[src/logic/sac_pkg.sv]
// Package of constants and types for the converter control block
// Functional notes
// - Input above upper reference saturates result to all ones, no overflow flag.
// - Input below lower reference gives a zero result in both bytes.
// - Control bits 3:0 select analog input 0 to 15.
// - Converter-on bit enables converter; conversions repeat continuously until cleared.
// - Each completion sets end-of-conversion flag and loads the result unless locked.
// - Flag clears on high byte read or any control register write.
// - Channel change aborts conversion, clears flag, restarts on new channel.
// - Low byte read locks both result bytes.
// - High byte read or converter-on cleared unlocks the result.
// - Locked result is not updated by completions.
// - Clearing converter-on stops any conversion and powers the converter down.
// - Speed and slow bits pick converter clock: /2, /1, /4, /2.
// - Wait mode no effect; halt disables; stabilization delay after halt wakeup.
// - High byte holds bits 9:2, low byte bits 1:0.
// - Low byte bits 7:2 read zero.
// - Control register resets to zero; bit 7 is read only.
// - Analog use leaves the pin's logic level readable.
package sac_pkg;
    // Register indices; byte address is four times the index
    localparam logic [7:0] IDX_CSR = 8'h45;
    localparam logic [7:0] IDX_RES_HI = 8'h46;
    localparam logic [7:0] IDX_RES_LO = 8'h47;
    // Control register fields
    localparam int CSR_EOC = 7;
    localparam int CSR_SPEED = 6;
    localparam int CSR_CONVERTER_ON = 5;
    localparam int CSR_SLOW = 4;
    localparam int CH_MSB = 3;
    localparam logic [7:0] CSR_RST = 8'h00;
    localparam logic [7:0] CSR_WR_MASK = 8'h7F;
    localparam logic [7:0] BYTE_ZERO = 8'h00;
    localparam logic [5:0] LO_PAD = 6'h00;
    localparam logic [9:0] RES_RST = 10'h000;
    localparam logic [9:0] TRIAL_MSB = 10'h200;
    localparam logic [3:0] TOP_BIT = 4'h9;
    localparam logic [3:0] SAMPLE_TICKS = 4'h3;
    // Converter clock divider terminal counts
    localparam logic [1:0] DIV1_LAST = 2'h0;
    localparam logic [1:0] DIV2_LAST = 2'h1;
    localparam logic [1:0] DIV4_LAST = 2'h3;
    // Clock period
    localparam int CLK_NS = 10;
    typedef enum {SEQ_IDLE, SEQ_SAMPLE, SEQ_STEP} sac_seq_t;
endpackage

[src/logic/sac_sar_if.sv]
// Interface between the control logic and the approximation sequencer
`timescale 1ns/1ps
interface sac_sar_if;
    logic tick;
    logic start;
    logic abort;
    logic cmp_hi;
    logic sample;
    logic busy;
    logic done;
    logic [9:0] trial;
    logic [9:0] result;
    modport ctrl (output tick, start, abort, cmp_hi, input sample, busy, done, trial, result);
    modport seq (input tick, start, abort, cmp_hi, output sample, busy, done, trial, result);
endinterface

[src/logic/sac_sar_seq.sv]
// Successive approximation sequencer: sampling then ten binary steps
`timescale 1ns/1ps
module sac_sar_seq (
    input wire logic clk, // System clock
    input wire logic arst_n, // Async reset, active low
    sac_sar_if.seq sar // Control side
);
    sac_pkg::sac_seq_t state_ff;
    logic [3:0] cnt_ff;
    logic [3:0] bit_ff;
    logic [9:0] trial_ff;
    logic [9:0] result_ff;
    logic done_ff;
    logic [9:0] nxt_trial;

    // Drop the trial bit when the input is below the trial level
    always_comb begin
        nxt_trial = trial_ff;
        if (!sar.cmp_hi) begin
            nxt_trial[bit_ff] = 1'b0;
        end
    end

    // Sequence: all-high compares end at all ones, all-low at zero
    always_ff @(posedge clk or negedge arst_n) begin
        if (!arst_n) begin
            state_ff <= sac_pkg::SEQ_IDLE;
            cnt_ff <= 4'h0;
            bit_ff <= 4'h0;
            trial_ff <= sac_pkg::RES_RST;
            result_ff <= sac_pkg::RES_RST;
            done_ff <= 1'b0;
        end else begin
            done_ff <= 1'b0;
            if (sar.abort) begin
                state_ff <= sac_pkg::SEQ_IDLE;
            end else begin
                unique case (state_ff)
                    sac_pkg::SEQ_IDLE: begin
                        if (sar.start) begin
                            state_ff <= sac_pkg::SEQ_SAMPLE;
                            cnt_ff <= 4'h0;
                            trial_ff <= sac_pkg::TRIAL_MSB;
                        end
                    end
                    sac_pkg::SEQ_SAMPLE: begin
                        if (sar.tick) begin
                            if (cnt_ff == 4'(sac_pkg::SAMPLE_TICKS - 4'h1)) begin
                                state_ff <= sac_pkg::SEQ_STEP;
                                bit_ff <= sac_pkg::TOP_BIT;
                            end else begin
                                cnt_ff <= 4'(cnt_ff + 4'h1);
                            end
                        end
                    end
                    sac_pkg::SEQ_STEP: begin
                        if (sar.tick) begin
                            if (bit_ff == 4'h0) begin
                                result_ff <= nxt_trial;
                                done_ff <= 1'b1;
                                state_ff <= sac_pkg::SEQ_IDLE;
                            end else begin
                                trial_ff <= nxt_trial;
                                trial_ff[4'(bit_ff - 4'h1)] <= 1'b1;
                                bit_ff <= 4'(bit_ff - 4'h1);
                            end
                        end
                    end
                endcase
            end
        end
    end

    assign sar.sample = (state_ff == sac_pkg::SEQ_SAMPLE);
    assign sar.busy = (state_ff != sac_pkg::SEQ_IDLE);
    assign sar.done = done_ff;
    assign sar.trial = trial_ff;
    assign sar.result = result_ff;
endmodule

[src/logic/sac_adc_ctrl.sv]
// Converter control top: Wishbone registers, clocking, lock, flag and power
`timescale 1ns/1ps
module sac_adc_ctrl #(
    parameter int STAB_NS = 10000 // Stabilization time after halt wakeup
) (
    input wire logic CLK, // System clock, 100 MHz
    input wire logic ARST_N, // Async reset, active low
    input wire logic WB_CYC_I, // Bus cycle
    input wire logic WB_STB_I, // Strobe
    input wire logic WB_WE_I, // Write enable
    input wire logic [9:0] WB_ADR_I, // Byte address
    input wire logic [3:0] WB_SEL_I, // Byte lanes
    input wire logic [31:0] WB_DAT_I, // Write data
    output logic [31:0] WB_DAT_O, // Read data
    output logic WB_ACK_O, // Acknowledge
    input wire logic HALT_MODE, // Halt low-power mode
    input wire logic WAIT_MODE, // Wait low-power mode
    input wire logic CMP_HI, // Input above trial level
    input wire logic [15:0] PIN_LEVEL_I, // Logic level of input pins
    output logic [15:0] PIN_LEVEL_O, // Pin levels for port reads
    output logic [3:0] CHAN_SEL, // Analog mux select
    output logic CONV_EN, // Converter power enable
    output logic SAMPLE, // Sample and hold active
    output logic [9:0] TRIAL_CODE // Trial code to comparator DAC
);
    localparam int STAB_CYC = (STAB_NS + sac_pkg::CLK_NS - 1) / sac_pkg::CLK_NS;
    localparam logic [19:0] STAB_LOAD = 20'(STAB_CYC);

    sac_sar_if sar ();

    logic ack_ff;
    logic [31:0] dat_ff;
    logic [6:0] csr_ff;
    logic eoc_ff;
    logic lock_ff;
    logic [9:0] res_ff;
    logic [1:0] div_ff;
    logic tick;
    logic [1:0] div_last;
    logic [19:0] stab_ff;
    logic [15:0] pin_ff;
    logic acc;
    logic wr_csr;
    logic rd_hi;
    logic rd_lo;
    logic ch_change;
    logic converter_on_off;
    logic run;
    logic [7:0] idx;
    logic [7:0] rd_byte;

    // Access decode; one access per transfer, on its first cycle
    assign idx = WB_ADR_I[9:2];
    assign acc = WB_CYC_I && WB_STB_I && !ack_ff;
    assign wr_csr = acc && WB_WE_I && WB_SEL_I[0] && (idx == sac_pkg::IDX_CSR);
    assign rd_hi = acc && !WB_WE_I && (idx == sac_pkg::IDX_RES_HI);
    assign rd_lo = acc && !WB_WE_I && (idx == sac_pkg::IDX_RES_LO);
    assign ch_change = wr_csr && (WB_DAT_I[sac_pkg::CH_MSB:0] != csr_ff[sac_pkg::CH_MSB:0]);
    assign converter_on_off = wr_csr && !WB_DAT_I[sac_pkg::CSR_CONVERTER_ON];

    // Halt gates the converter; wait mode deliberately has no effect here
    assign run = csr_ff[sac_pkg::CSR_CONVERTER_ON] && !HALT_MODE && (stab_ff == 20'h0);

    // Read mux; unmapped addresses read zero
    always_comb begin
        unique case (idx)
            sac_pkg::IDX_CSR: rd_byte = {eoc_ff, csr_ff};
            sac_pkg::IDX_RES_HI: rd_byte = res_ff[9:2];
            sac_pkg::IDX_RES_LO: rd_byte = {sac_pkg::LO_PAD, res_ff[1:0]};
            default: rd_byte = sac_pkg::BYTE_ZERO;
        endcase
    end

    // Bus answer: ack one cycle after the request, dropped the next cycle
    always_ff @(posedge CLK or negedge ARST_N) begin
        if (!ARST_N) begin
            ack_ff <= 1'b0;
            dat_ff <= 32'h00000000;
        end else begin
            ack_ff <= acc;
            if (acc && !WB_WE_I) begin
                dat_ff <= {24'h000000, rd_byte};
            end
        end
    end
    assign WB_ACK_O = ack_ff;
    assign WB_DAT_O = dat_ff;

    // Control bits; bit 7 is not writable
    always_ff @(posedge CLK or negedge ARST_N) begin
        if (!ARST_N) begin
            csr_ff <= sac_pkg::CSR_RST[6:0];
        end else if (wr_csr) begin
            csr_ff <= WB_DAT_I[6:0] & sac_pkg::CSR_WR_MASK[6:0];
        end
    end

    // End-of-conversion flag: a completion wins over a clearing access,
    // except a channel change, whose abort makes the old result stale
    always_ff @(posedge CLK or negedge ARST_N) begin
        if (!ARST_N) begin
            eoc_ff <= 1'b0;
        end else if (sar.done && !ch_change && run) begin
            eoc_ff <= 1'b1;
        end else if (rd_hi || wr_csr) begin
            eoc_ff <= 1'b0;
        end
    end

    // Result lock keeps the two bytes from one sample unless a completion comes in the low byte read's cycle
    always_ff @(posedge CLK or negedge ARST_N) begin
        if (!ARST_N) begin
            lock_ff <= 1'b0;
        end else if (rd_hi || converter_on_off) begin
            lock_ff <= 1'b0;
        end else if (rd_lo) begin
            lock_ff <= 1'b1;
        end
    end

    // Result update; completions are dropped while locked
    always_ff @(posedge CLK or negedge ARST_N) begin
        if (!ARST_N) begin
            res_ff <= sac_pkg::RES_RST;
        end else if (sar.done && run && !ch_change && !lock_ff) begin
            res_ff <= sar.result;
        end
    end

    // Converter clock tick from the speed and slow bits
    always_comb begin
        unique case ({csr_ff[sac_pkg::CSR_SLOW], csr_ff[sac_pkg::CSR_SPEED]})
            2'b01: div_last = sac_pkg::DIV1_LAST;
            2'b10: div_last = sac_pkg::DIV4_LAST;
            default: div_last = sac_pkg::DIV2_LAST;
        endcase
    end
    assign tick = (div_ff >= div_last);

    // Divider; restarts on wrap so a faster setting takes effect at once
    always_ff @(posedge CLK or negedge ARST_N) begin
        if (!ARST_N) begin
            div_ff <= 2'h0;
        end else if (tick) begin
            div_ff <= 2'h0;
        end else begin
            div_ff <= 2'(div_ff + 2'h1);
        end
    end

    // Stabilization count reloads during halt, counts down after wakeup
    always_ff @(posedge CLK or negedge ARST_N) begin
        if (!ARST_N) begin
            stab_ff <= 20'h0;
        end else if (HALT_MODE) begin
            stab_ff <= STAB_LOAD;
        end else if (stab_ff != 20'h0) begin
            stab_ff <= 20'(stab_ff - 20'h1);
        end
    end

    // Pin levels stay readable whatever the converter does
    always_ff @(posedge CLK or negedge ARST_N) begin
        if (!ARST_N) begin
            pin_ff <= 16'h0000;
        end else begin
            pin_ff <= PIN_LEVEL_I;
        end
    end
    assign PIN_LEVEL_O = pin_ff;

    // Sequencer control: continuous restart, abort on off or channel change
    assign sar.tick = tick;
    assign sar.start = run && !sar.busy;
    assign sar.abort = !run || ch_change;
    assign sar.cmp_hi = CMP_HI;

    sac_sar_seq u_seq (
        .clk(CLK),
        .arst_n(ARST_N),
        .sar(sar.seq)
    );

    // Analog side; power follows the on bit and halt
    assign CHAN_SEL = csr_ff[sac_pkg::CH_MSB:0];
    assign CONV_EN = csr_ff[sac_pkg::CSR_CONVERTER_ON] && !HALT_MODE;
    assign SAMPLE = sar.sample;
    assign TRIAL_CODE = sar.trial;

    // Checks on flag, lock, abort and clocking
    AST_EOC_SET: assert property (@(posedge CLK) disable iff (!ARST_N)
        sar.done && run && !ch_change |=> eoc_ff)
        else $error("flag not set on completion");
    AST_EOC_CLR_RD: assert property (@(posedge CLK) disable iff (!ARST_N)
        rd_hi && !sar.done |=> !eoc_ff && WB_DAT_O[7:0] == $past(res_ff[9:2]))
        else $error("flag not cleared by high byte read");
    AST_EOC_CLR_WR: assert property (@(posedge CLK) disable iff (!ARST_N)
        wr_csr && !sar.done |=> !eoc_ff)
        else $error("flag not cleared by control write");
    AST_CH_ABORT: assert property (@(posedge CLK) disable iff (!ARST_N)
        ch_change |=> !sar.busy && !eoc_ff)
        else $error("channel change did not abort");
    AST_LOCK_SET: assert property (@(posedge CLK) disable iff (!ARST_N)
        rd_lo && !converter_on_off |=> lock_ff)
        else $error("low byte read did not lock");
    AST_UNLOCK: assert property (@(posedge CLK) disable iff (!ARST_N)
        rd_hi || converter_on_off |=> !lock_ff)
        else $error("result not unlocked");
    AST_LOCK_HOLD: assert property (@(posedge CLK) disable iff (!ARST_N)
        lock_ff && !rd_hi |=> $stable(res_ff))
        else $error("locked result changed");
    AST_OFF_STOP: assert property (@(posedge CLK) disable iff (!ARST_N)
        !csr_ff[sac_pkg::CSR_CONVERTER_ON] && !wr_csr |=> !sar.busy && !CONV_EN)
        else $error("converter ran while off");
    AST_LO_ZERO: assert property (@(posedge CLK) disable iff (!ARST_N)
        rd_lo |=> WB_DAT_O[7:2] == 6'h00)
        else $error("low byte upper bits not zero");
    AST_DIV4: assert property (@(posedge CLK) disable iff (!ARST_N)
        csr_ff[sac_pkg::CSR_SLOW] && !csr_ff[sac_pkg::CSR_SPEED] && tick
        |=> (!tick || csr_ff[sac_pkg::CSR_SPEED] || !csr_ff[sac_pkg::CSR_SLOW]) [*3])
        else $error("slow clock not divided by four");
    AST_CH_OUT: assert property (@(posedge CLK) disable iff (!ARST_N)
        wr_csr |=> CHAN_SEL == $past(WB_DAT_I[3:0]))
        else $error("channel select not applied");

    COV_DONE: cover property (@(posedge CLK) disable iff (!ARST_N) sar.done && run);
    COV_LOCKED_DROP: cover property (@(posedge CLK) disable iff (!ARST_N)
        sar.done && lock_ff);
    COV_CH_ABORT: cover property (@(posedge CLK) disable iff (!ARST_N)
        ch_change && sar.busy);
    COV_HALT_WAKE: cover property (@(posedge CLK) disable iff (!ARST_N)
        $fell(HALT_MODE) && csr_ff[sac_pkg::CSR_CONVERTER_ON]);
endmodule

[config.mk]
export PLATFORM = sky130hd
export DESIGN_NAME = sac_adc_ctrl
export DESIGN_NICKNAME = d
export VERILOG_FILES = /design/src/logic/sac_pkg.sv /design/src/logic/sac_sar_if.sv /design/src/logic/sac_sar_seq.sv /design/src/logic/sac_adc_ctrl.sv
export SDC_FILE = /design/constraint.sdc
export NUM_CORES = 1
export LEC_CHECK = 0
export BUFFER_PORTS_ARGS = -buffer_cell sky130_fd_sc_hd__buf_2
export CAP_MARGIN = 25
export CELL_PAD_IN_SITES_DETAIL_PLACEMENT = 1
export CELL_PAD_IN_SITES_GLOBAL_PLACEMENT = 1
export CORE_MARGIN = 2
export CORE_UTILIZATION = 43
export DETAILED_ROUTE_END_ITERATION = 16
export PLACE_DENSITY_LB_ADDON = 0.12
export SLEW_MARGIN = 20
export SYNTH_ARGS = -nofsm -noshare
export SYNTH_HDL_FRONTEND = slang
export SYNTH_SLANG_ARGS = --single-unit
[constraint.sdc]
create_clock -name CLK -period 6.7 [get_ports CLK]
set_input_delay 0.67 -clock CLK [delete_from_list [all_inputs] [get_ports CLK]]
set_output_delay 0.67 -clock CLK [all_outputs]
set_load 0.1 [all_outputs]
==> impl_metrics.json <==
{
  "clkPwrFrac": 0.414,
  "r2r_cells": 5,
  "post-synth-top-count-cell": "dfrtp_1",
  "grt_max_degree": 61,
  "htree_levels": 3,
  "drive_gt1_frac": 0.2381,
  "slew_headroom": 0.3322,
  "layout_min_cycle_time_ns": 3.576,
  "clock_sinks": 97,
  "hold_path.class": "primary input to async pin",
  "grt_pass1_wl_mm": 20.02,
  "power_frac_seq": 0.443,
  "io_pins": 135,
  "hold_violations": 0,
  "grt_usage": 0.1994,
  "yosys-top-cells-area": "dfrtp_1, mux2_2, o21ai_0",
  "design.core.area_sq_um": 11320,
  "die_x_microns": 111.5,
  "syn_to_final_growth_pct": 13.96,
  "start_util": 0.4387,
  "tightest_slew_ns": 1.002,
  "hold_ws_ns": 0.2974,
  "synth_edf_count": 0,
  "die_h_microns": 111.5,
  "async_reset_ff_frac": 1.000,
  "cts_setup_buffers": 0,
  "max-vdd-ir-drop_mv": 0.1273,
  "switching_share": 0.2833,
  "wirelength_mm": 11.98,
  "r2r_end": "u_seq.sar.trial[4]",
  "synth_top_cell_by_area": "dfrtp_1",
  "yosysTopAreaCellShare": 0.4888,
  "synth_seq_area_share": 0.4888,
  "ys_warn_count": 0,
  "rsz0062_at_grt": "false",
  "insertion_delay_ns": 0.35,
  "clk_pin_slew_ns": 0.07,
  "fillers": 1289,
  "regArea_sq_um": 2427,
  "status": "finished clean",
  "crit_arrival_ns": 3.85,
  "start_kind": "flip-flop",
  "drt_iter0_drc": 181,
  "synth_ff_type": "dfrtp_1",
  "tns_ns": 0,
  "slew_violations": 0,
  "synth_top_cells_by_count": "dfrtp_1, o21ai_0, buf_4",
  "diodes": 0,
  "fin_crit_sh": 0.5338,
  "cts_tree": "done",
  "powerDensity_nw_per_um2": 245.2,
  "clockBufferDepth": 2,
  "drc": 0,
  "synth_seq_cells": 97,
  "syn_area_per_cell_sq_um": 10.37,
  "final_nets": 625,
  "rows": 39,
  "ys_types": 63,
  "r2r_start": "stab_ff[10]",
  "worstPathMaxFanout": 30,
  "endpoint_kind": "flip-flop",
  "power_leakage_uw": 0.002584,
  "via_per_inst": 5.428,
  "clock-skew-final_ns": 0.009594,
  "grt_antenna_before_repair": 0,
  "p_int_uw": 994.5,
  "required_ns": 6.98,
  "globalRouteOverflowTotal": 0,
  "wl_per_cell_microns": 17.38,
  "ctsHoldBuffers": 0,
  "setup.worst_path.class": "flip-flop to flip-flop",
  "ant_nets": 0,
  "switching_power_uw": 393.1,
  "maxCapViolCount": 0,
  "comb_power_share": 0.143,
  "die_area_sq_um": 12420,
  "syn_inst": 479,
  "cts_resized": 0,
  "cts_buffers": 9,
  "place.gp.congestion": 0.7842,
  "grt_pass1_vias": 3940,
  "setup_viol": 0,
  "synth_area_sq_um": 4966,
  "max_freq_mhz": 279.6,
  "ff2ff_setup_slack_ns": 3.12,
  "numPortBuffers": 79,
  "hpwlAfterDp_mm": 8.429,
  "vias": 3740,
  "cts_root_buffer": "clkbuf_16",
  "multi_input_area_sq_um": 2250,
  "firstDrtPassIters": 4
}
-- power by group through the flow --
| stage | clock network [uW] | logic [uW] | registers [uW] |
|---|---|---|---|
| after floorplan | 0 | 128 | 660 |
| after global placement | 0 | 195 | 624 |
| after detailed placement | 0 | 199 | 625 |
| after CTS | 586 | 200 | 614 |
| after global routing | 608 | 213 | 616 |
| final | 575 | 199 | 614 |
-- registers in the layout, summed over array words and instances (netlist names), 4 cells and up --
name	flops
res_ff	10
PIN_LEVEL_O	16
WB_DAT_O	8
u_seq.sar.trial	10
u_seq.sar.result	10
u_seq.bit_ff	4
csr_ff	7
u_seq.cnt_ff	4
stab_ff	20
-- metrics by stage --
stage / setup WS, ns / total power, uW / instances / utilization / area (sq um)
6_report: 3.124 / 1388 / 689 / 0.4999 / 5659
5_1_grt: 2.924 / 1437 / 689 / 0.4999 / 5659
4_1_cts: 3.190 / 1400 / 689 / 0.4999 / 5659
3_5_place_dp: 3.225 / 824.2 / 674 / 0.4707 / 5329
3_3_place_gp: 3.254 / 819.1 / 674 / 0.4707 / 5329
2_1_floorplan: 3.832 / 787.3 / 502 / - / 5052
-- critical path, cell delays in order, from the launching register on --
cell and delay [ns]:
dfrtp_1 0.44, nor4_2 0.63, nand4_1 0.64, a2111o_1 0.98
or4_1 0.68, o21ai_1 0.13
-- cells by family (layout without fill, tap and decap cells) --
family | after synthesis | count (layout) | share of synthesized area
AND/OR/NAND/NOR | 139 | 139 | 0.1587
AO/OA/AOI/OAI | 119 | 119 | 0.1557
flip-flops | 97 | 97 | 0.4888
buffers and inverters | 68 | 112 | 0.07684
multiplexers | 25 | 25 | 0.05644
XOR/XNOR | 17 | 17 | 0.02998
adder cells (fa/ha/maj) | 13 | 13 | 0.03275
other | 1 | 24 | 0.0007551
-- layer usage --
metal / up-vias / global-route usage / wire length (microns)
li1: 1788 / - / -
met5: - / 0 / 0
met2: 58 / 0.3252 / 5817
met4: 0 / 0.07984 / 206
met3: 12 / 0.03266 / 341
met1: 1882 / 0.2677 / 5609
-- placed cells by master, fill, tap and decap left out, drive strengths merged, types with 3 or more instances in the layout --
| master | Yosys | layout |
|---|---|---|
| dfrtp | 97 | 97 |
| buf | 36 | 81 |
| o21ai | 56 | 56 |
| nand2 | 26 | 26 |
| nor2 | 25 | 25 |
| mux2 | 24 | 24 |
| conb | 1 | 24 |
| nand2b | 18 | 18 |
| inv | 15 | 15 |
| ha | 13 | 13 |
| clkbuf | 16 | 13 |
| xor2 | 11 | 11 |
| or3 | 10 | 10 |
| nor4 | 10 | 10 |
| a21oi | 9 | 9 |
| o31ai | 9 | 9 |
| a22oi | 9 | 9 |
| nand4 | 7 | 7 |
| xnor2 | 6 | 6 |
| nand3 | 6 | 6 |
| nand3b | 5 | 5 |
| nor3 | 5 | 5 |
| nor2b | 4 | 4 |
| a21boi | 4 | 4 |
| a41oi | 4 | 4 |
| or4 | 4 | 4 |
| a21o | 3 | 3 |
| nor3b | 3 | 3 |
| and2 | 3 | 3 |
| o41ai | 3 | 3 |
| o211ai | 3 | 3 |
| a211o | 3 | 3 |
-- final cells by class --
class / instances / share of cell area
clock buffer: 13 / 0.04776
multi-input combinational: 337 / 0.3975
timing repair buffer: 81 / 0.07296
tap: 143 / 0.03162
inverter: 16 / 0.01061
sequential: 97 / 0.4289
clock inverter: 2 / 0.01061
-- worst max-delay path by stage --
stage / end / startpoint / slack, ns / cells past startpoint
2_1_floorplan: u_seq.sar.trial[5] / WB_ADR_I[5] / 3.83 / 6
3_3_place_gp: u_seq.sar.trial[4] / stab_ff[10] / 3.25 / 5
3_5_place_dp: u_seq.sar.trial[6] / stab_ff[10] / 3.23 / 5
4_1_cts: u_seq.sar.trial[6] / stab_ff[10] / 3.19 / 5
5_1_grt: u_seq.sar.trial[6] / stab_ff[10] / 2.92 / 5
6_report: u_seq.sar.trial[4] / stab_ff[10] / 3.12 / 5
Power figures use the tool's default switching activity.
